--- config.mk ---
export PLATFORM = sky130hd
export DESIGN_NAME = hub_bus_frame_control
export DESIGN_NICKNAME = d
export VERILOG_FILES = /design/src/core/hub_bus_frame_control_pkg.sv /design/src/core/hub_bus_frame_control.sv
export VERILOG_INCLUDE_DIRS = /design/src /design/src/core
export SDC_FILE = /design/constraint.sdc
export NUM_CORES = 1
export LEC_CHECK = 0
export ABC_AREA = 1
export BUFFER_PORTS_ARGS = -buffer_cell sky130_fd_sc_hd__buf_2
export CORE_UTILIZATION = 52
export DETAILED_ROUTE_END_ITERATION = 16
export GPL_TIMING_DRIVEN = 0
export PLACE_DENSITY = 0.75
export SLEW_MARGIN = 20
export SYNTH_ARGS = -nofsm -noshare
export SYNTH_HDL_FRONTEND = slang
export SYNTH_SLANG_ARGS = --single-unit
--- constraint.sdc ---
create_clock -name pclk -period 2 [get_ports pclk]
set_input_delay 0.1 -clock pclk [delete_from_list [all_inputs] [get_ports pclk]]
set_output_delay 0.1 -clock pclk [all_outputs]
set_load 0.01 [all_outputs]
--- src/core/hub_bus_frame_control_map.svh ---
// Offsets, field positions, reset values and timing counts of the hub bus front end.
`ifndef HUB_BUS_FRAME_CONTROL_MAP_SVH
`define HUB_BUS_FRAME_CONTROL_MAP_SVH
`define CTRL_OFF          12'h000
`define STAT_OFF          12'h004
`define GPI_OFF           12'h008
`define STRAP_OFF         12'h00C
`define CTRL_HUB_EN       0
`define CTRL_CLR_ERR      1
`define CTRL_RST          1'h1
`define START_READ        4'hD
`define START_WRITE       4'hE
`define ABORT_CODE        4'hF
`define SYNC_READY        4'h0
`define TAR_DRIVE         4'hF
`define ABORT_LOW_CLKS    3'h4
`define ADDR_NIBS         3'h7
`define CMD_READ_ARRAY    8'hFF
`define CMD_READ_STATUS   8'h70
`define CMD_CLEAR_STATUS  8'h50
`define CMD_ERASE_SETUP   8'h20
`define CMD_ERASE_CONFIRM 8'hD0
`define CMD_PROG_SETUP    8'h40
`define CMD_PROG_ALT      8'h10
`define ERR_ERASE         5
`define ERR_PROG          4
`define ERR_PROT          1
`define GPI_ADDR          23'h3C0100
`define BOOT_BLOCK        4'hF
`define ARRAY_FILL        8'hFF
`define CLK_PERIOD_NS     5
`define PROG_TIME_NS      25000
`define ERASE_TIME_NS     600000000
`endif

--- src/core/hub_bus_frame_control_pkg.sv ---
// Types shared by the hub bus front end.
package hub_bus_frame_control_pkg;
  typedef enum logic [3:0] {
    FR_IDLE   = 4'h0,
    FR_IDSEL  = 4'h1,
    FR_ADDR   = 4'h2,
    FR_MSIZE  = 4'h3,
    FR_WDATA  = 4'h4,
    FR_TAR_IN = 4'h5,
    FR_SYNC   = 4'h6,
    FR_RDATA  = 4'h7,
    FR_TAR_OUT = 4'h8,
    FR_ABORT  = 4'h9,
    FR_SKIP   = 4'hA
  } frame_st_t;
  typedef enum logic {
    MODE_ARRAY  = 1'b0,
    MODE_STATUS = 1'b1
  } mode_t;
  typedef enum logic [1:0] {
    PEND_NONE  = 2'h0,
    PEND_ERASE = 2'h1,
    PEND_PROG  = 2'h2
  } pend_t;
  typedef struct packed {
    logic       done;
    logic       toggle;
    logic [5:0] err;
  } status_t;
endpackage

--- src/core/hub_bus_frame_control.sv ---
// Hub bus frame decoder, command path, protection and APB status slave.
`timescale 1ns/1ps
`include "hub_bus_frame_control_map.svh"
module hub_bus_frame_control #(
  parameter logic [31:0] PROG_CYCLES  = `PROG_TIME_NS / `CLK_PERIOD_NS,
  parameter logic [31:0] ERASE_CYCLES = `ERASE_TIME_NS / `CLK_PERIOD_NS
) (
  input  wire logic        pclk,
  input  wire logic        presetn,
  input  wire logic        ce,
  input  wire logic [11:0] paddr,
  input  wire logic        psel,
  input  wire logic        penable,
  input  wire logic        pwrite,
  input  wire logic [31:0] pwdata,
  output logic      [31:0] prdata,
  output logic             pready,
  output logic             pslverr,
  input  wire logic        init_n,
  input  wire logic        iface_select_strap,
  input  wire logic        frame_ctl_n,
  input  wire logic [3:0]  nibble_bus_in,
  output logic      [3:0]  nibble_bus_out,
  output logic             nibble_bus_oe,
  input  wire logic [3:0]  select_strap_pins,
  input  wire logic [4:0]  general_inputs,
  input  wire logic        top_boot_lock_n,
  input  wire logic        write_protect_n,
  output logic             ready_busy_out,
  output logic             ready_busy_oe,
  output logic             standby
);
  typedef hub_bus_frame_control_pkg::frame_st_t frame_st_t;
  localparam frame_st_t FR_IDLE    = hub_bus_frame_control_pkg::FR_IDLE;
  localparam frame_st_t FR_IDSEL   = hub_bus_frame_control_pkg::FR_IDSEL;
  localparam frame_st_t FR_ADDR    = hub_bus_frame_control_pkg::FR_ADDR;
  localparam frame_st_t FR_MSIZE   = hub_bus_frame_control_pkg::FR_MSIZE;
  localparam frame_st_t FR_WDATA   = hub_bus_frame_control_pkg::FR_WDATA;
  localparam frame_st_t FR_TAR_IN  = hub_bus_frame_control_pkg::FR_TAR_IN;
  localparam frame_st_t FR_SYNC    = hub_bus_frame_control_pkg::FR_SYNC;
  localparam frame_st_t FR_RDATA   = hub_bus_frame_control_pkg::FR_RDATA;
  localparam frame_st_t FR_TAR_OUT = hub_bus_frame_control_pkg::FR_TAR_OUT;
  localparam frame_st_t FR_ABORT   = hub_bus_frame_control_pkg::FR_ABORT;
  localparam frame_st_t FR_SKIP    = hub_bus_frame_control_pkg::FR_SKIP;

  frame_st_t state_q, state_d;
  hub_bus_frame_control_pkg::mode_t mode_q, mode_d;
  hub_bus_frame_control_pkg::pend_t pend_q, pend_d;
  hub_bus_frame_control_pkg::status_t st_q, st_d;
  logic [2:0]  cnt_q, cnt_d, low_q, low_d;
  logic [27:0] addr_q, addr_d;
  logic [7:0]  dat_q, dat_d;
  logic        rd_q, rd_d, hub_en_q, hub_en_d, strap_ok_q, strap_ok_d;
  logic        aa_mode_q, aa_mode_d;
  logic [3:0]  id_q, id_d, nib_q, nib_d;
  logic        nib_oe_q, nib_oe_d, rb_oe_q, rb_oe_d, stby_q, stby_d;
  logic [31:0] busy_q, busy_d, prdata_q, prdata_d;
  logic        pready_q, pready_d, pslverr_q, pslverr_d;
  logic        apb_take, apb_done, clr_err, apb_stat_rd, busy, abort_hit;

  // Decodes a start nibble; 1 when it opens a read or write cycle.
  function automatic logic start_ok(input logic [3:0] n);
    start_ok = (n == `START_READ) || (n == `START_WRITE);
  endfunction

  // A target is protected when its lock input is low.
  function automatic logic locked(input logic [27:0] a);
    if (a[19:16] == `BOOT_BLOCK)
      locked = !top_boot_lock_n;
    else
      locked = !write_protect_n;
  endfunction

  assign busy      = (busy_q != 32'h0000_0000);
  assign apb_take  = psel && penable && !pready_q;
  assign apb_done  = psel && penable && pready_q;
  assign clr_err   = apb_done && pwrite && (paddr == `CTRL_OFF) &&
                     pwdata[`CTRL_CLR_ERR];
  assign apb_stat_rd = apb_done && !pwrite && (paddr == `STAT_OFF);

  // APB slave: one wait state, answer held until the master's sampling edge.
  always_comb begin
    pready_d  = apb_take;
    prdata_d  = prdata_q;
    pslverr_d = 1'b0;
    hub_en_d  = hub_en_q;
    if (apb_take) begin
      prdata_d = 32'h0000_0000;
      unique case (paddr)
        `CTRL_OFF:  prdata_d = {31'h0, hub_en_q};
        `STAT_OFF:  prdata_d = {21'h0, state_q == FR_ABORT, aa_mode_q,
                                stby_q, st_q};
        `GPI_OFF:   prdata_d = {27'h0, general_inputs};
        `STRAP_OFF: prdata_d = {28'h0, id_q};
        default:    pslverr_d = 1'b1;
      endcase
    end
    if (apb_done && pwrite && (paddr == `CTRL_OFF))
      hub_en_d = pwdata[`CTRL_HUB_EN];
    if (!init_n)
      hub_en_d = `CTRL_RST;
  end

  always_comb begin
    state_d   = state_q;
    cnt_d     = cnt_q;
    addr_d    = addr_q;
    dat_d     = dat_q;
    rd_d      = rd_q;
    mode_d    = mode_q;
    pend_d    = pend_q;
    st_d      = st_q;
    id_d      = id_q;
    aa_mode_d = aa_mode_q;
    strap_ok_d = 1'b1;
    busy_d    = busy ? busy_q - 32'h0000_0001 : busy_q;
    low_d     = frame_ctl_n ? 3'h0 :
                (low_q == `ABORT_LOW_CLKS) ? low_q : low_q + 3'h1;
    abort_hit = !frame_ctl_n && (low_q >= `ABORT_LOW_CLKS - 3'h1) &&
                (state_q != FR_IDLE) && (state_q != FR_SKIP) &&
                (state_q != FR_ABORT);
    if (!strap_ok_q) begin
      aa_mode_d = iface_select_strap;
      id_d      = select_strap_pins;
    end
    if (clr_err)
      st_d.err = 6'h00;
    if (apb_stat_rd && busy)
      st_d.toggle = !st_q.toggle;
    unique case (state_q)
      FR_IDLE, FR_SKIP, FR_IDSEL: begin
        if (!frame_ctl_n) begin
          // Frame low is a start slot; anything unknown is ignored.
          if (start_ok(nibble_bus_in) && hub_en_q && !aa_mode_q) begin
            state_d = FR_IDSEL;
            rd_d    = (nibble_bus_in == `START_READ);
          end else begin
            state_d = FR_IDLE;
          end
        end else if (state_q == FR_IDSEL) begin
          cnt_d   = 3'h0;
          state_d = (nibble_bus_in == id_q) ? FR_ADDR : FR_SKIP;
        end
      end
      FR_ADDR: begin
        addr_d = {addr_q[23:0], nibble_bus_in};
        cnt_d  = cnt_q + 3'h1;
        if (cnt_q == `ADDR_NIBS - 3'h1) begin
          state_d = FR_MSIZE;
          cnt_d   = 3'h0;
        end
      end
      FR_MSIZE: state_d = rd_q ? FR_TAR_IN : FR_WDATA;
      FR_WDATA: begin
        cnt_d = cnt_q + 3'h1;
        if (cnt_q == 3'h0) begin
          dat_d[3:0] = nibble_bus_in;
        end else begin
          dat_d[7:4] = nibble_bus_in;
          state_d    = FR_TAR_IN;
          cnt_d      = 3'h0;
        end
      end
      FR_TAR_IN: begin
        cnt_d = cnt_q + 3'h1;
        if (cnt_q == 3'h1) begin
          state_d = FR_SYNC;
          cnt_d   = 3'h0;
        end
      end
      FR_SYNC: state_d = rd_q ? FR_RDATA : FR_TAR_OUT;
      FR_RDATA, FR_TAR_OUT: begin
        cnt_d = cnt_q + 3'h1;
        if (cnt_q == 3'h1) begin
          state_d = (state_q == FR_RDATA) ? FR_TAR_OUT : FR_IDLE;
          cnt_d   = 3'h0;
        end
      end
      FR_ABORT: begin
        // The bus is back with the host; leave when the frame line rises.
        if (frame_ctl_n)
          state_d = FR_IDLE;
      end
      default: state_d = FR_IDLE;
    endcase
    // Byte transfer at the end of the input turn-around.
    if (state_q == FR_TAR_IN && cnt_q == 3'h1 && !abort_hit) begin
      if (rd_q) begin
        if (addr_q[22:0] == `GPI_ADDR)
          dat_d = {3'h0, general_inputs};
        else if (mode_q == hub_bus_frame_control_pkg::MODE_STATUS || busy)
        begin
          dat_d = st_q;
          if (busy)
            st_d.toggle = !st_q.toggle;
        end else
          dat_d = `ARRAY_FILL;
      end else if (!busy) begin
        // Commands ride on plain memory writes; ignored while busy.
        mode_d = hub_bus_frame_control_pkg::MODE_STATUS;
        pend_d = hub_bus_frame_control_pkg::PEND_NONE;
        unique case (pend_q)
          hub_bus_frame_control_pkg::PEND_PROG: begin
            if (locked(addr_q))
              st_d.err = st_d.err | 6'h12;
            else
              busy_d = PROG_CYCLES;
          end
          hub_bus_frame_control_pkg::PEND_ERASE: begin
            if (dat_q != `CMD_ERASE_CONFIRM) begin
              st_d.err[`ERR_ERASE] = 1'b1;
              st_d.err[`ERR_PROG]  = 1'b1;
            end else if (locked(addr_q)) begin
              st_d.err[`ERR_PROT]  = 1'b1;
              st_d.err[`ERR_ERASE] = 1'b1;
            end else
              busy_d = ERASE_CYCLES;
          end
          default: begin
            unique case (dat_q)
              `CMD_READ_ARRAY:
                mode_d = hub_bus_frame_control_pkg::MODE_ARRAY;
              `CMD_READ_STATUS: ;
              `CMD_CLEAR_STATUS: st_d.err = 6'h00;
              `CMD_ERASE_SETUP:
                pend_d = hub_bus_frame_control_pkg::PEND_ERASE;
              `CMD_PROG_SETUP, `CMD_PROG_ALT:
                pend_d = hub_bus_frame_control_pkg::PEND_PROG;
              default: mode_d = hub_bus_frame_control_pkg::MODE_ARRAY;
            endcase
          end
        endcase
      end
    end
    if (abort_hit)
      state_d = FR_ABORT;
    st_d.done = (busy_d == 32'h0000_0000);
    nib_d    = `TAR_DRIVE;
    nib_oe_d = 1'b0;
    unique case (state_d)
      FR_SYNC: begin
        nib_d    = `SYNC_READY;
        nib_oe_d = 1'b1;
      end
      FR_RDATA: begin
        nib_d    = (cnt_d == 3'h0) ? dat_d[3:0] : dat_d[7:4];
        nib_oe_d = 1'b1;
      end
      FR_TAR_OUT: nib_oe_d = (cnt_d == 3'h0);
      default: ;
    endcase
    rb_oe_d = !st_d.done;
    stby_d  = frame_ctl_n && !rb_oe_d && (state_d == FR_IDLE);
    if (!init_n) begin
      // Second reset returns the frame, command and status logic and hub enable to hard-reset values; address, data and other APB registers keep theirs.
      state_d    = FR_IDLE;
      mode_d     = hub_bus_frame_control_pkg::MODE_ARRAY;
      pend_d     = hub_bus_frame_control_pkg::PEND_NONE;
      busy_d     = 32'h0000_0000;
      st_d       = 8'h80;
      cnt_d      = 3'h0;
      low_d      = 3'h0;
      strap_ok_d = 1'b0;
      nib_oe_d   = 1'b0;
      rb_oe_d    = 1'b0;
      stby_d     = 1'b0;
    end
  end

  always_ff @(posedge pclk or negedge presetn) begin
    if (!presetn) begin
      state_q    <= FR_IDLE;
      mode_q     <= hub_bus_frame_control_pkg::MODE_ARRAY;
      pend_q     <= hub_bus_frame_control_pkg::PEND_NONE;
      st_q       <= 8'h80;
      cnt_q      <= 3'h0;
      low_q      <= 3'h0;
      addr_q     <= 28'h0000000;
      dat_q      <= 8'h00;
      rd_q       <= 1'b0;
      hub_en_q   <= `CTRL_RST;
      strap_ok_q <= 1'b0;
      aa_mode_q  <= 1'b0;
      id_q       <= 4'h0;
      nib_q      <= `TAR_DRIVE;
      nib_oe_q   <= 1'b0;
      rb_oe_q    <= 1'b0;
      stby_q     <= 1'b0;
      busy_q     <= 32'h0000_0000;
      prdata_q   <= 32'h0000_0000;
      pready_q   <= 1'b0;
      pslverr_q  <= 1'b0;
    end else if (ce) begin
      state_q    <= state_d;
      mode_q     <= mode_d;
      pend_q     <= pend_d;
      st_q       <= st_d;
      cnt_q      <= cnt_d;
      low_q      <= low_d;
      addr_q     <= addr_d;
      dat_q      <= dat_d;
      rd_q       <= rd_d;
      hub_en_q   <= hub_en_d;
      strap_ok_q <= strap_ok_d;
      aa_mode_q  <= aa_mode_d;
      id_q       <= id_d;
      nib_q      <= nib_d;
      nib_oe_q   <= nib_oe_d;
      rb_oe_q    <= rb_oe_d;
      stby_q     <= stby_d;
      busy_q     <= busy_d;
      prdata_q   <= prdata_d;
      pready_q   <= pready_d;
      pslverr_q  <= pslverr_d;
    end
  end

  assign prdata         = prdata_q;
  assign pready         = pready_q;
  assign pslverr        = pslverr_q;
  assign nibble_bus_out = nib_q;
  assign nibble_bus_oe  = nib_oe_q;
  assign ready_busy_out = 1'b0;
  assign ready_busy_oe  = rb_oe_q;
  assign standby        = stby_q;
endmodule

### Word-level counts from Yosys, hierarchy flattened

Index checks and enable logic that the tools add are counted.

| word-level totals | value |
|---|---|
| word-level logic and storage cells | 217 |
| flip-flop bits (word level) | 133 |
| output and inout bits | 42 |
| input port bits | 68 |

| operators by class | value |
|---|---|
| order comparisons | 1 |
| bitwise logic cells | 2 |
| muxes and demuxes | 96 |
| add/sub/neg operators | 3 |
| reduce and logical (&&, ||, !) cells | 53 |
| eq/ne operators | 39 |

Operators with widths:

| operator | count |
|---|---|
| $mux 32 | 8 |
| $pmux 32 s2 | 1 |
| $mux 4 | 15 |
| $mux 8 | 6 |
| $pmux 11 s4 | 1 |
| $mux 1 | 36 |
| $logic_not 32->1 | 1 |
| $pmux 4 s8 | 1 |
| $reduce_bool 32->1 | 1 |
| $sub 32x1->32 const B | 1 |
| $eq 4x4->1 const B | 7 |
| $mux 3 | 9 |
| $eq 12x4->1 const B | 2 |
| $eq 4x3->1 const B | 6 |
| $eq 8x7->1 const B | 3 |
| $mux 6 | 4 |
| $eq 23x22->1 const B | 1 |
| $logic_and 1x1->1 | 19 |
| $eq 12x3->1 const B | 1 |
| $logic_not 12->1 | 1 |
| $pmux 2 s2 | 3 |
| $pmux 3 s4 | 1 |
| $mux 2 | 5 |
| $reduce_and 2->1 | 5 |
| other kinds (31) | 56 |

### Longest topological paths before layout

Gate-level depths: netlist of the first run.

| depth | value |
|---|---|
| depth after elaboration | 18 |
| gate-level depth with buffers | 18 |

### Worst setup path after synthesis of the first run

No wires, ideal clock.

| timing | value |
|---|---|
| path kind | register to register |
| start point | register low_q[0] |
| end point | register st_q[0] (netlist bit) |
| slack | 0.029 ns |
| arrival | 1.846 ns |
| path buffers | 0 |
| library setup time | 0.124 ns |
| stages on the path, launching flop included | 15 |
| cells stage by stage | dfrtp_1 ha_1 ha_1 nor2_1 nand2_1 nand2_1 nor2_4 nand2_4 nand2_4 inv_2 nand3_1 o21ai_1 inv_1 a21oi_1 nor2_1 |

| on the way | value |
|---|---|
| word-level cells in the longest chain between the ends | 9 |

RTL lines:

| element | line | source |
|---|---|---|
| start, declared | hub_bus_frame_control.sv:50 | `logic [2:0] cnt_q, cnt_d, low_q, low_d;` |
| start signal, assigned | hub_bus_frame_control.sv:299 | `low_q <= low_d;` |
| $ge 3x2->1 | hub_bus_frame_control.sv:119 | `` abort_hit = !frame_ctl_n && (low_q >= `ABORT_LOW_CLKS - 3'h1) && `` |
| $logic_and 1x1->1 (4 in a row) | hub_bus_frame_control.sv:119 |  |
| $logic_not 1->1 | hub_bus_frame_control.sv:187 | `if (state_q == FR_TAR_IN && cnt_q == 3'h1 && !abort_hit) begin` |
| $logic_and 1x1->1 | hub_bus_frame_control.sv:187 |  |
| $mux 7 | hub_bus_frame_control.sv:187 |  |
| $mux 8 | hub_bus_frame_control.sv:254 | `if (!init_n) begin` |
| end signal, assigned | hub_bus_frame_control.sv:297 | `st_q <= st_d;` |
| end, declared | hub_bus_frame_control.sv:49 | `hub_bus_frame_control_pkg::status_t st_q, st_d;` |

No other way between the ends.
A chain may end at the register's enable or synchronous reset.

### Final worst setup path of the first run

| timing | value |
|---|---|
| start point | register low_q[1] |
| end point | register nib_q[0], in the netlist nibble_bus_out[0] |

| on the way | value |
|---|---|
| word-level cells in the longest chain between the ends | 10 |
| elaborated cells on any way between the ends | 13 |
| classes of those cells | order compare (1); eq/ne (2); mux (4); reduce/logical (6) |

RTL lines:

| element | line | source |
|---|---|---|
| $ge 3x2->1 * | hub_bus_frame_control.sv:119 |  |
| $logic_and 1x1->1 * (4 in a row) | hub_bus_frame_control.sv:119 |  |
| $logic_not 1->1 | hub_bus_frame_control.sv:187 |  |
| $logic_and 1x1->1 | hub_bus_frame_control.sv:187 |  |
| $mux 8 | hub_bus_frame_control.sv:187 |  |
| $mux 4 | hub_bus_frame_control.sv:246 | `nib_d = (cnt_d == 3'h0) ? dat_d[3:0] : dat_d[7:4];` |
| $pmux 4 s2 * | hub_bus_frame_control.sv:240 | `unique case (state_d)` |
| end signal, assigned | hub_bus_frame_control.sv:285 | `` nib_q <= `TAR_DRIVE; `` |
| end signal, assigned | hub_bus_frame_control.sv:307 | `nib_q <= nib_d;` |
| end, declared | hub_bus_frame_control.sv:55 | `logic [3:0] id_q, id_d, nib_q, nib_d;` |

Every way passes the cells marked *; elsewhere a longest branch is shown, timed or not.

==> results.cfg, run 1 <==
[yosys]
netlist_area_mm2 = 0.007246
yosys.area_share.xor_xnor = 0.01571
ys_seq_area_frac = 0.3878
ys_async_sr_fraction = 1.000
synth_compound_area_frac = 0.1295
ys_types = 46
synth.area.mux_share = 0.007771
syn_inst = 1035
synth_fa_ha_area_frac = 0.01899
synth_edf_count = 0
synth_flop_cell = dfrtp_1
syn_area_per_cell_um2 = 7.001
yosysWarningCount = 0
synth_top_family_by_area = simple AND/OR/NAND/NOR gates
synth-simple-area-share = 0.3326
synth_seq_cells = 112

[clocking]
cts_max_path_buffers = 2
clk_latency_ps = 370
clkTransAtPathRegs_ps = 70
cts-root-buf = clkbuf_16
cts_buffers = 9
htree_levels = 3
clkSinkCount = 112
cts_tree = yes

[finish]
final_layout_size_suffix_gt1_frac = 0.2880
fin_area_mm2 = 0.009314
fillCellCount = 1103
antenna_cells = 0
nets = 1258
fin_util = 0.6951
syn_to_final_growth_pct = 28.54

[critical_path]
critPathBufInv = 3
path_delay_family = simple AND/OR/NAND/NOR gates
end_kind = flop
crit_start = low_q[1]$_DFFE_PN0P_
reg2reg_from = low_q[1]$_DFFE_PN0P_
cp_slowest_cell = dfrtp_1
cp_max_fo = 5
crit_chain = ha_2 -> ha_4 -> nor2_2 -> nand2_1 -> nand2_2 -> nor2_4 -> nand2_4 -> nand2_8 -> buf_6 -> nor2_4 -> inv_4 -> buf_8 -> a22oi_2 -> nand2_1 -> nand3_2 -> a21oi_2
critical_path_arrival_ps = 2560
start_kind = flop
critical_path.max_stage_delay_ps = 390
crit_required_ps = 2290
crit_type = flop to flop

[timing]
max_freq_ghz = 0.4398
slew_headroom = 0.4289
worstMarginPinSlew_ps = 848.8
setup_violations = 23
hold_viol_final = 0
clock_skew_ps = 11.10
min_period_ps = 2274
period_share = 1.137
layout_setup_ws_ps = -273.8
rsz0062_at_grt = yes
final_max_slew_viol_count = 0

[pwr]
leakagePower_nw = 4.557
power_density_mw_per_mm2 = 1423
peakVddDrop_mv = 0.9792

[global_route]
grt_usage = 0.3152
grt_max_degree = 80
grt_pass1_vias = 7231
gr-total-overflow = 0
antenna_found_initial = 0
grt_pass1_wl_um = 35380

[status]
status = finished, violations left
violations = setup timing

[route]
totalWireLength_um = 22150
ant_nets = 0
drc = 0
via_count = 7610
drtIter0Drc = 734
via_per_inst = 5.596
dr.pass1.iters = 7
wl_per_cell_um = 16.28

[die]
io_pins = 110
fp.dieArea_mm2 = 0.01441
die_y_um = 120.0
core_mm2 = 0.01340
row_count = 42
fp.dieW_um = 120.0
start_util = 0.5407

[min_path]
hold_path_class = primary input to flop
hp-start = nibble_bus_in[0]

[run]
drv_cap = 0

[place]
placed_cell_area_mm2 = 0.007864
hpwl_um = 15420
numPortBuffers = 57
place_congestion = 0.9958
==> where the power goes <==
| group | switching [mW] | total [mW] | internal [mW] |
|---|---|---|---|
| registers | 0.473 | 3.19 | 2.72 |
| clock network | 0.904 | 1.93 | 1.03 |
| logic | 5.32 | 8.14 | 2.82 |
==> per-stage QoR <==
step / TNS, ps / total power [mW] / setup slack (ps) / std cells / hold WS (ps)
floorplan: 0 / 7.667 / 29.48 / 1056 / -195.6
global placement: -63500 / 9.168 / -562.8 / 1289 / 336.1
detailed placement: -5268 / 9.231 / -530.9 / 1290 / 13.93
CTS: -1033 / 12.44 / -170.1 / 1346 / 46.01
global route: -5938 / 14.15 / -385.5 / 1360 / 52.58
finish: -2946 / 13.26 / -273.8 / 1360 / 53.46
==> placed cells by master, fill, tap and decap left out, types with 6 or more instances in the layout <==
cell | Yosys | final
nand2_1 | 242 | 218
inv_1 | 123 | 110
dfrtp_1 | 106 | 102
nor2_1 | 140 | 95
o21ai_0 | 90 | 77
nand3_1 | 86 | 71
buf_4 | 22 | 61
buf_2 | 2 | 57
nand2_2 | 12 | 32
nor2_2 | 8 | 32
nand4_1 | 27 | 27
nor2_4 | 5 | 26
conb_1 | 1 | 22
inv_2 | 12 | 21
o22ai_1 | 21 | 20
clkbuf_1 | 16 | 16
o21ai_1 | 5 | 13
nand3_2 | 5 | 13
a21oi_2 | 1 | 10
a21oi_1 | 22 | 9
nor3_1 | 11 | 9
xor2_1 | 9 | 9
clkbuf_16 | 0 | 9
buf_6 | 2 | 8
nand3_4 | 0 | 7
dlygate4sd3_1 | 0 | 7
o21ai_2 | 2 | 6
ha_1 | 11 | 6
dfstp_2 | 6 | 6
==> sequential cells by signal, summed over array words and instances (netlist names) <==
signal,count
state_q,4
low_q,3
dat_q,8
pend_q,2
prdata,11
st_q,8
id_q,4
addr_q,23
standby,1
nibble_bus_oe,1
rd_q,1
pready,1
aa_mode_q,1
strap_ok_q,1
cnt_q,3
busy_q,32
hub_en_q,1
pslverr,1
nibble_bus_out,4
mode_q,1
ready_busy_oe,1
==> synth_stat cells (all sizes together), types with 3 or more instances <==
cell type  count  area [um^2]
a21boi         4        30.03
a21oi         24        135.1
buf           29        209.0
clkbuf        16        60.06
dfrtp        106         2653
dfstp          6        157.7
ha            11        137.6
inv          135        506.7
mux2           5        56.30
nand2        256         1006
nand3         91        480.5
nand4         27        168.9
nor2         153        631.8
nor3          11        55.05
nor4           3        18.77
o211ai         5        37.54
o21ai         97        493.0
o22ai         21        131.4
o31ai          5        37.54
or2            3        21.27
xnor2          4        35.03
xor2           9        78.83
==> per-layer routing <==
| layer | track usage | vias to the layer above | routed length, um |
|---|---|---|---|
| met2 | 0.4978 | 352 | 10230 |
| met1 | 0.4242 | 3571 | 9364 |
| met4 | 0.1164 | 0 | 736 |
| li1 | - | 3622 | - |
| met3 | 0.06702 | 65 | 1815 |
| met5 | 0 | - | 0 |
==> tightest hold or removal path: stages <==
cell and delay, ps:
buf_2 120, nand2_1 80, o31ai_1 70
==> worst paths after layout <==
kind | endpoint | slack, ps | cells after the start
setup / recovery | nibble_bus_out[0]$_DFFE_PN1P_ | -270 | 16
hold / removal | rd_q$_DFFE_PN0P_ | 50 | 3
setup reg to reg | nibble_bus_out[0]$_DFFE_PN1P_ | -270 | 16
hold reg to reg | nibble_bus_oe$_DFFE_PN0P_ | 480 | 2
max in group asynchronous | nibble_bus_out[1]$_DFFE_PN1P_ | 1070 | 3
min in group asynchronous | addr_q[7]$_DFFE_PN0P_ | 180 | 2
==> layout make-up <==
| type | count | area, um^2 | area share |
|---|---|---|---|
| Sequential cell | 112 | 2815 | 0.3023 |
| Inverter | 135 | 521.8 | 0.05602 |
| Tap cell | 176 | 220.2 | 0.02364 |
| Timing Repair Buffer | 112 | 778.2 | 0.08356 |
| Clock inverter | 6 | 72.57 | 0.007792 |
| Multi-Input combinational cell | 764 | 4378 | 0.4700 |
| Clock buffer | 10 | 239.0 | 0.02566 |
| Buffer | 45 | 289.0 | 0.03103 |
==> what timing repair did <==
item / CTS / global route
resized for setup: 126 / 84
hold buffers: 7 / 0
hold endpoints to repair: 39 / 0
setup buffers: 31 / 19
pin swaps: 37 / 40
endpoints found under the setup margin: 31 / 53
cloned: 2 / 1
==> cells by family (layout without fill, tap and decap cells) <==
logic type                 after synthesis  in the layout
buffers and inverters                  180            308
DFF                                    112            112
muxes                                    5              5
and+or+nand+nor                        548            548
xor gates and xnor gates                13             13
other                                    1             22
adders and majority gates               11             11
AOI/OAI and AO/OA                      165            165
Note: power is estimated with default switching activity, not from simulation.
==> run 2, diff against run 1 <==
--- a/config.mk
+++ b/config.mk
@@ -13,5 +13,4 @@
 export GPL_TIMING_DRIVEN = 0
 export PLACE_DENSITY = 0.75
-export SLEW_MARGIN = 20
 export SYNTH_ARGS = -nofsm -noshare
 export SYNTH_HDL_FRONTEND = slang
==> constraint.sdc (replaced) <==
create_clock -name pclk -period 2 [get_ports pclk]
set_input_delay 0.2 -clock pclk [delete_from_list [all_inputs] [get_ports pclk]]
set_output_delay 0.2 -clock pclk [all_outputs]
set_load 0.01 [all_outputs]
==> run 2 against run 1 <==
  * The flow still finishes with violations (setup timing)
  * Routed wire length rose by 3.0%
  * First-iteration DRC count rose by 15%
  * Largest cell class unchanged
  * Largest power group unchanged
  * Critical endpoint is now ready_busy_oe$_DFFE_PN0P_
  * Count of clock-buffer cells in the layout rose by 2
  * Core utilization rose by 0.35 points
  * Highest routed layer unchanged
  * Sequential cell count did not move
==> results.cfg, run 2 (synthesized netlist as in run 1, its figures left out) <==
[status]
status = finished, violations left
violations = setup timing

[clocking]
cts_max_path_buffers = 2
clk_latency_ps = 360
clkSinkCount = 112
htree_levels = 3
cts_buffers = 9
cts-root-buf = clkbuf_16
clkTransAtPathRegs_ps = 80
cts_tree = yes

[place]
place_ws_ps = -524.4
hpwl_um = 15470
place_congestion = 0.9958
dp.cells = 1290
placed_cell_area_mm2 = 0.007864
numPortBuffers = 57

[finish]
antenna_cells = 0
fillCellCount = 1087
largest_register_ffs = 32
fin_util = 0.6986
final_cell_mix = nand2_1, inv_1, dfrtp_1
fin_area_mm2 = 0.009361
final_layout_size_suffix_gt1_frac = 0.3012
final_common_cell = nand2_1
layout.cells.non_filler = 1358
syn_to_final_growth_pct = 29.20
top_register = busy_q
nets = 1256

[global_route]
gr-total-overflow = 0
antenna_found_initial = 0
grt_max_degree = 83
grt_usage = 0.3108
grt_pass1_vias = 7061
grt_pass1_wl_um = 34860

[timing]
rsz0062_at_grt = yes
max_freq_ghz = 0.4441
period_share = 1.126
worstMarginPinSlew_ps = 802.5
hold_viol_final = 0
setup_violations = 17
slew_headroom = 0.4601
clock_skew_ps = 10.69
layout_setup_ws_ps = -251.7
whs_ps = 70.18
final_max_slew_viol_count = 0
tns_ps = -2046
min_period_ps = 2252

[critical_path]
reg2reg_depth = 18
crit_type = flop to flop
reg2reg_from = low_q[0]$_DFFE_PN0P_
reg2reg_to = ready_busy_oe$_DFFE_PN0P_
cp_max_fo = 5
end_kind = flop
critical_path_arrival_ps = 2500
reg2reg_slack_ps = -250
crit_required_ps = 2250
start_kind = flop

[run]
drv_cap = 0

[route]
drtIter0Drc = 844
ant_nets = 0
drc = 0
via_count = 7756
totalWireLength_um = 22810
wl_per_cell_um = 16.80
via_per_inst = 5.711
dr.pass1.iters = 8

[die]
start_util = 0.5407
fp.dieArea_mm2 = 0.01441
fp.dieW_um = 120.0
core_mm2 = 0.01340
die_y_um = 120.0
row_count = 42
io_pins = 110

[min_path]
holdPathEnd = id_q[2]$_DFFE_PN0P_
hold_path_class = primary input to flop
hp-start = select_strap_pins[2]
hold_depth = 2

[pwr]
power_density_mw_per_mm2 = 1471
peakVddDrop_mv = 0.9045
leakagePower_nw = 4.557
total_power_mw = 13.77
## run 2: layout make-up
cell class / instances / area [um^2] / share of cell area
Multi-Input combinational cell: 764 / 4451 / 0.4754
Sequential cell: 112 / 2825 / 0.3018
Timing Repair Buffer: 110 / 759.5 / 0.08113
Inverter: 135 / 519.2 / 0.05547
Buffer: 45 / 294.0 / 0.03141
Clock buffer: 12 / 256.5 / 0.02740
Tap cell: 176 / 220.2 / 0.02352
Clock inverter: 4 / 36.28 / 0.003876
## run 2: critical path, stage by stage, from the launching register on
cell and delay [ps]:
dfrtp_1 370, ha_2 200, ha_4 120, nor2_1 30, nand2_1 70, nand2_2 60, nor2_4 100, nand2_4 80
nand2_8 90, inv_6 50, nand3_4 90, buf_8 160, nand2_4 80, nor2_4 100, nand3_4 100, nor2_4 170
nand3_4 110, nand2_2 90, nand2_2 50
## run 2: power by group
group	switching (mW)	internal [mW]	total, mW
Sequential	0.512	2.73	3.24
Combinational	5.68	3.03	8.71
Clock	0.888	0.932	1.82
Total	7.08	6.69	13.8
## run 2: worst max path at each step
stage,from,endpoint,cells past startpoint
2_1_floorplan,low_q[0]$_DFFE_PN0P_,st_q[0]$_DFFE_PN0P_,14
3_3_place_gp,presetn,busy_q[4]$_DFFE_PN0P_,1
3_5_place_dp,busy_q[0]$_DFFE_PN0P_,ready_busy_oe$_DFFE_PN0P_,15
4_1_cts,low_q[1]$_DFFE_PN0P_,ready_busy_oe$_DFFE_PN0P_,18
5_1_grt,busy_q[0]$_DFFE_PN0P_,ready_busy_oe$_DFFE_PN0P_,14
6_report,low_q[0]$_DFFE_PN0P_,ready_busy_oe$_DFFE_PN0P_,18
## run 2: layer usage
metal | vias to the layer above | track usage | part of all wire | routed length (um)
li1 | 3627 | - | - | -
met1 | 3635 | 0.4223 | 0.41 | 9253
met2 | 406 | 0.4921 | 0.47 | 10660
met3 | 88 | 0.05941 | 0.092 | 2097
met4 | 0 | 0.1125 | 0.035 | 797
met5 | - | 0 | 0 | 0
## run 2: repair_timing
item | 4_1_cts | 5_1_grt
setup endpoints to repair | 32 | 48
buffers inserted | 21 | 27
hold buffers | 1 | 0
resized for setup | 116 | 109
pin swaps | 43 | 46
gates cloned | 2 | 1
hold endpoints to repair | 30 | 0
==> run 3, diff against run 2 <==
Settings changed: PLACE_DENSITY 0.75 to 0.87, REMOVE_ABC_BUFFERS from default to 1.
==> run 3 against run 2 <==
  * The run still ends with setup timing left
  * First-iteration DRC count up 18%
  * Maximum frequency down 3.3%
  * Cell count down 2.7%
  * Core utilization down 1.9 points
  * Critical endpoint unchanged
==> results.cfg, run 3 (synthesized netlist as in run 1, its figures left out) <==
[critical_path]
crit_chain = inv_2 -> nand2_1 -> nor2_2 -> nand2_2 -> nor2_4 -> nand2_4 -> clkinvlp_4 -> buf_6 -> nor2_1 -> nor2_1 -> nand3_2 -> nor2_2 -> nand3_2 -> nand2_2 -> nand2_1
critical_path_arrival_ps = 2580
cp_max_fo = 5
critPathCapture = ready_busy_oe$_DFFE_PN0P_
reg2reg_depth = 15
crit_type = flop to flop
cp_slowest_cell = dfrtp_1
reg2reg_slack_ps = -330
cp.depth = 15
critPathBufInv = 3
start_kind = flop
crit_required_ps = 2250
path_delay_family = simple AND/OR/NAND/NOR gates
reg2reg_from = busy_q[22]$_DFFE_PN0P_
crit_start = busy_q[22]$_DFFE_PN0P_
critical_path.max_stage_delay_ps = 420
end_kind = flop
reg2reg_to = ready_busy_oe$_DFFE_PN0P_

[global_route]
grt_max_degree = 60
grt_pass1_vias = 7254
antenna_found_initial = 0
grt_pass1_wl_um = 34200
gr-total-overflow = 0
grt_usage = 0.3008

[place]
place_congestion = 0.9832
dp.cells = 1245
numPortBuffers = 57
hpwl_um = 13870

[timing]
final_max_slew_viol_count = 0
layout_setup_ws_ps = -328.5
min_period_ps = 2328
worstMarginPinSlew_ps = 852.2
slew_headroom = 0.4266
clock_skew_ps = 14.52
rsz0062_at_grt = yes
setup_violations = 28
max_freq_ghz = 0.4295
period_share = 1.164
whs_ps = 55.43
hold_viol_final = 0

[finish]
largest_register_ffs = 32
final_cell_mix = nand2_1, inv_1, dfrtp_1
layout.cells.non_filler = 1322
nets = 1220
fillCellCount = 969
multi_input_area_mm2 = 0.004432
antenna_cells = 0
final_common_cell = nand2_1
top_register = busy_q
fin_util = 0.6800
final_layout_size_suffix_gt1_frac = 0.2880
syn_to_final_growth_pct = 25.76
seq_area_mm2 = 0.002814

[pwr]
leakagePower_nw = 4.436
combPwrFrac = 0.638
power.internal_mw = 6.852
switching_share = 0.5083
power_density_mw_per_mm2 = 1529
power_frac_clock = 0.133
peakVddDrop_mv = 1.075
p_switching_mw = 7.082
seqPwrFrac = 0.230

[status]
violations = setup timing
status = finished, violations left

[route]
drc = 0
via_per_inst = 6.052
totalWireLength_um = 23820
wl_per_cell_um = 18.01
ant_nets = 0
drtIter0Drc = 999
dr.pass1.iters = 6
via_count = 8001

[die]
fp.dieW_um = 120.0
io_pins = 110
row_count = 42
start_util = 0.5407
core_mm2 = 0.01340
fp.dieArea_mm2 = 0.01441
die_y_um = 120.0

[clocking]
cts_max_path_buffers = 2
cts_buffers = 9
htree_levels = 3
clk_latency_ps = 370
cts_tree = yes
clkSinkCount = 112
cts-root-buf = clkbuf_16
clkTransAtPathRegs_ps = 90

[min_path]
hold_path_class = primary input to flop

[run]
drv_cap = 0
run 3: cell types whose count changed in the layout (fill, tap and decap cells not counted), sizes merged:
cell	before	now
nand3	91	93
clkinv	1	6
buf	137	113
inv	137	134
clkinvlp	1	3
nand2	256	258
clkbuf	29	9
run 3: how the worst min path moves through the flow:
stage                         startpoint  slack, ps                    end  cells past startpoint
finish              select_strap_pins[2]         60    id_q[2]$_DFFE_PN0P_                      2
global route        select_strap_pins[2]         60    id_q[2]$_DFFE_PN0P_                      2
CTS                 select_strap_pins[0]         60    id_q[0]$_DFFE_PN0P_                      2
detailed placement               presetn        290   low_q[0]$_DFFE_PN0P_                      1
global placement    select_strap_pins[2]        440    id_q[2]$_DFFE_PN0P_                      2
floorplan                        presetn       -100  aa_mode_q$_DFFE_PN0P_                      0
run 3: routing by layer:
metal | wire length, um | track usage | vias up
met4 | 1340 | 0.1320 | 0
met1 | 9093 | 0.3862 | 3704
met2 | 11000 | 0.4795 | 572
li1 | - | - | 3575
met3 | 2381 | 0.07414 | 150
met5 | 0 | 0 | -
run 3: final cells by class:
| class | instances | share of cell area |
|---|---|---|
| Clock inverter | 7 | 0.008513 |
| Clock buffer | 9 | 0.02472 |
| Sequential cell | 112 | 0.3088 |
| Tap cell | 176 | 0.02417 |
| Multi-Input combinational cell | 768 | 0.4863 |
| Inverter | 135 | 0.05836 |
| Timing Repair inverter | 1 | 0.0009611 |
| Timing Repair Buffer | 114 | 0.08815 |
run 3: metrics by stage:
| step | power (mW) | setup TNS, ps | setup slack (ps) | cell area [um^2] |
|---|---|---|---|---|
| 6_report | 13.93 | -4359 | -328.5 | 9112 |
| 5_1_grt | 14.84 | -6838 | -420.9 | 9112 |
| 4_1_cts | 12.82 | -1256 | -187.0 | 8587 |
| 3_5_place_dp | 9.075 | -64430 | -1480 | 7591 |
| 3_3_place_gp | 8.924 | -120920 | -1436 | 7561 |
| 2_1_floorplan | 7.595 | -239.4 | -113.3 | 7056 |
run 3: repair_timing:
item                                    4_1_cts  5_1_grt
endpoints found under the hold margin        52        0
resized for setup                           102      114
hold buffers                                  1        0
buffers inserted                             38       22
endpoints found under the setup margin       95       43
cloned                                        3        2
pin swaps                                    28       29
run 3: power groups by stage:
| stage | clock network, mW | registers (mW) | logic (mW) |
|---|---|---|---|
| floorplan | 0 | 3.06 | 4.54 |
| global placement | 0 | 3.16 | 5.76 |
| detailed placement | 0 | 3.17 | 5.91 |
| CTS | 1.84 | 3.13 | 7.85 |
| global route | 1.94 | 3.24 | 9.66 |
| finish | 1.85 | 3.20 | 8.88 |
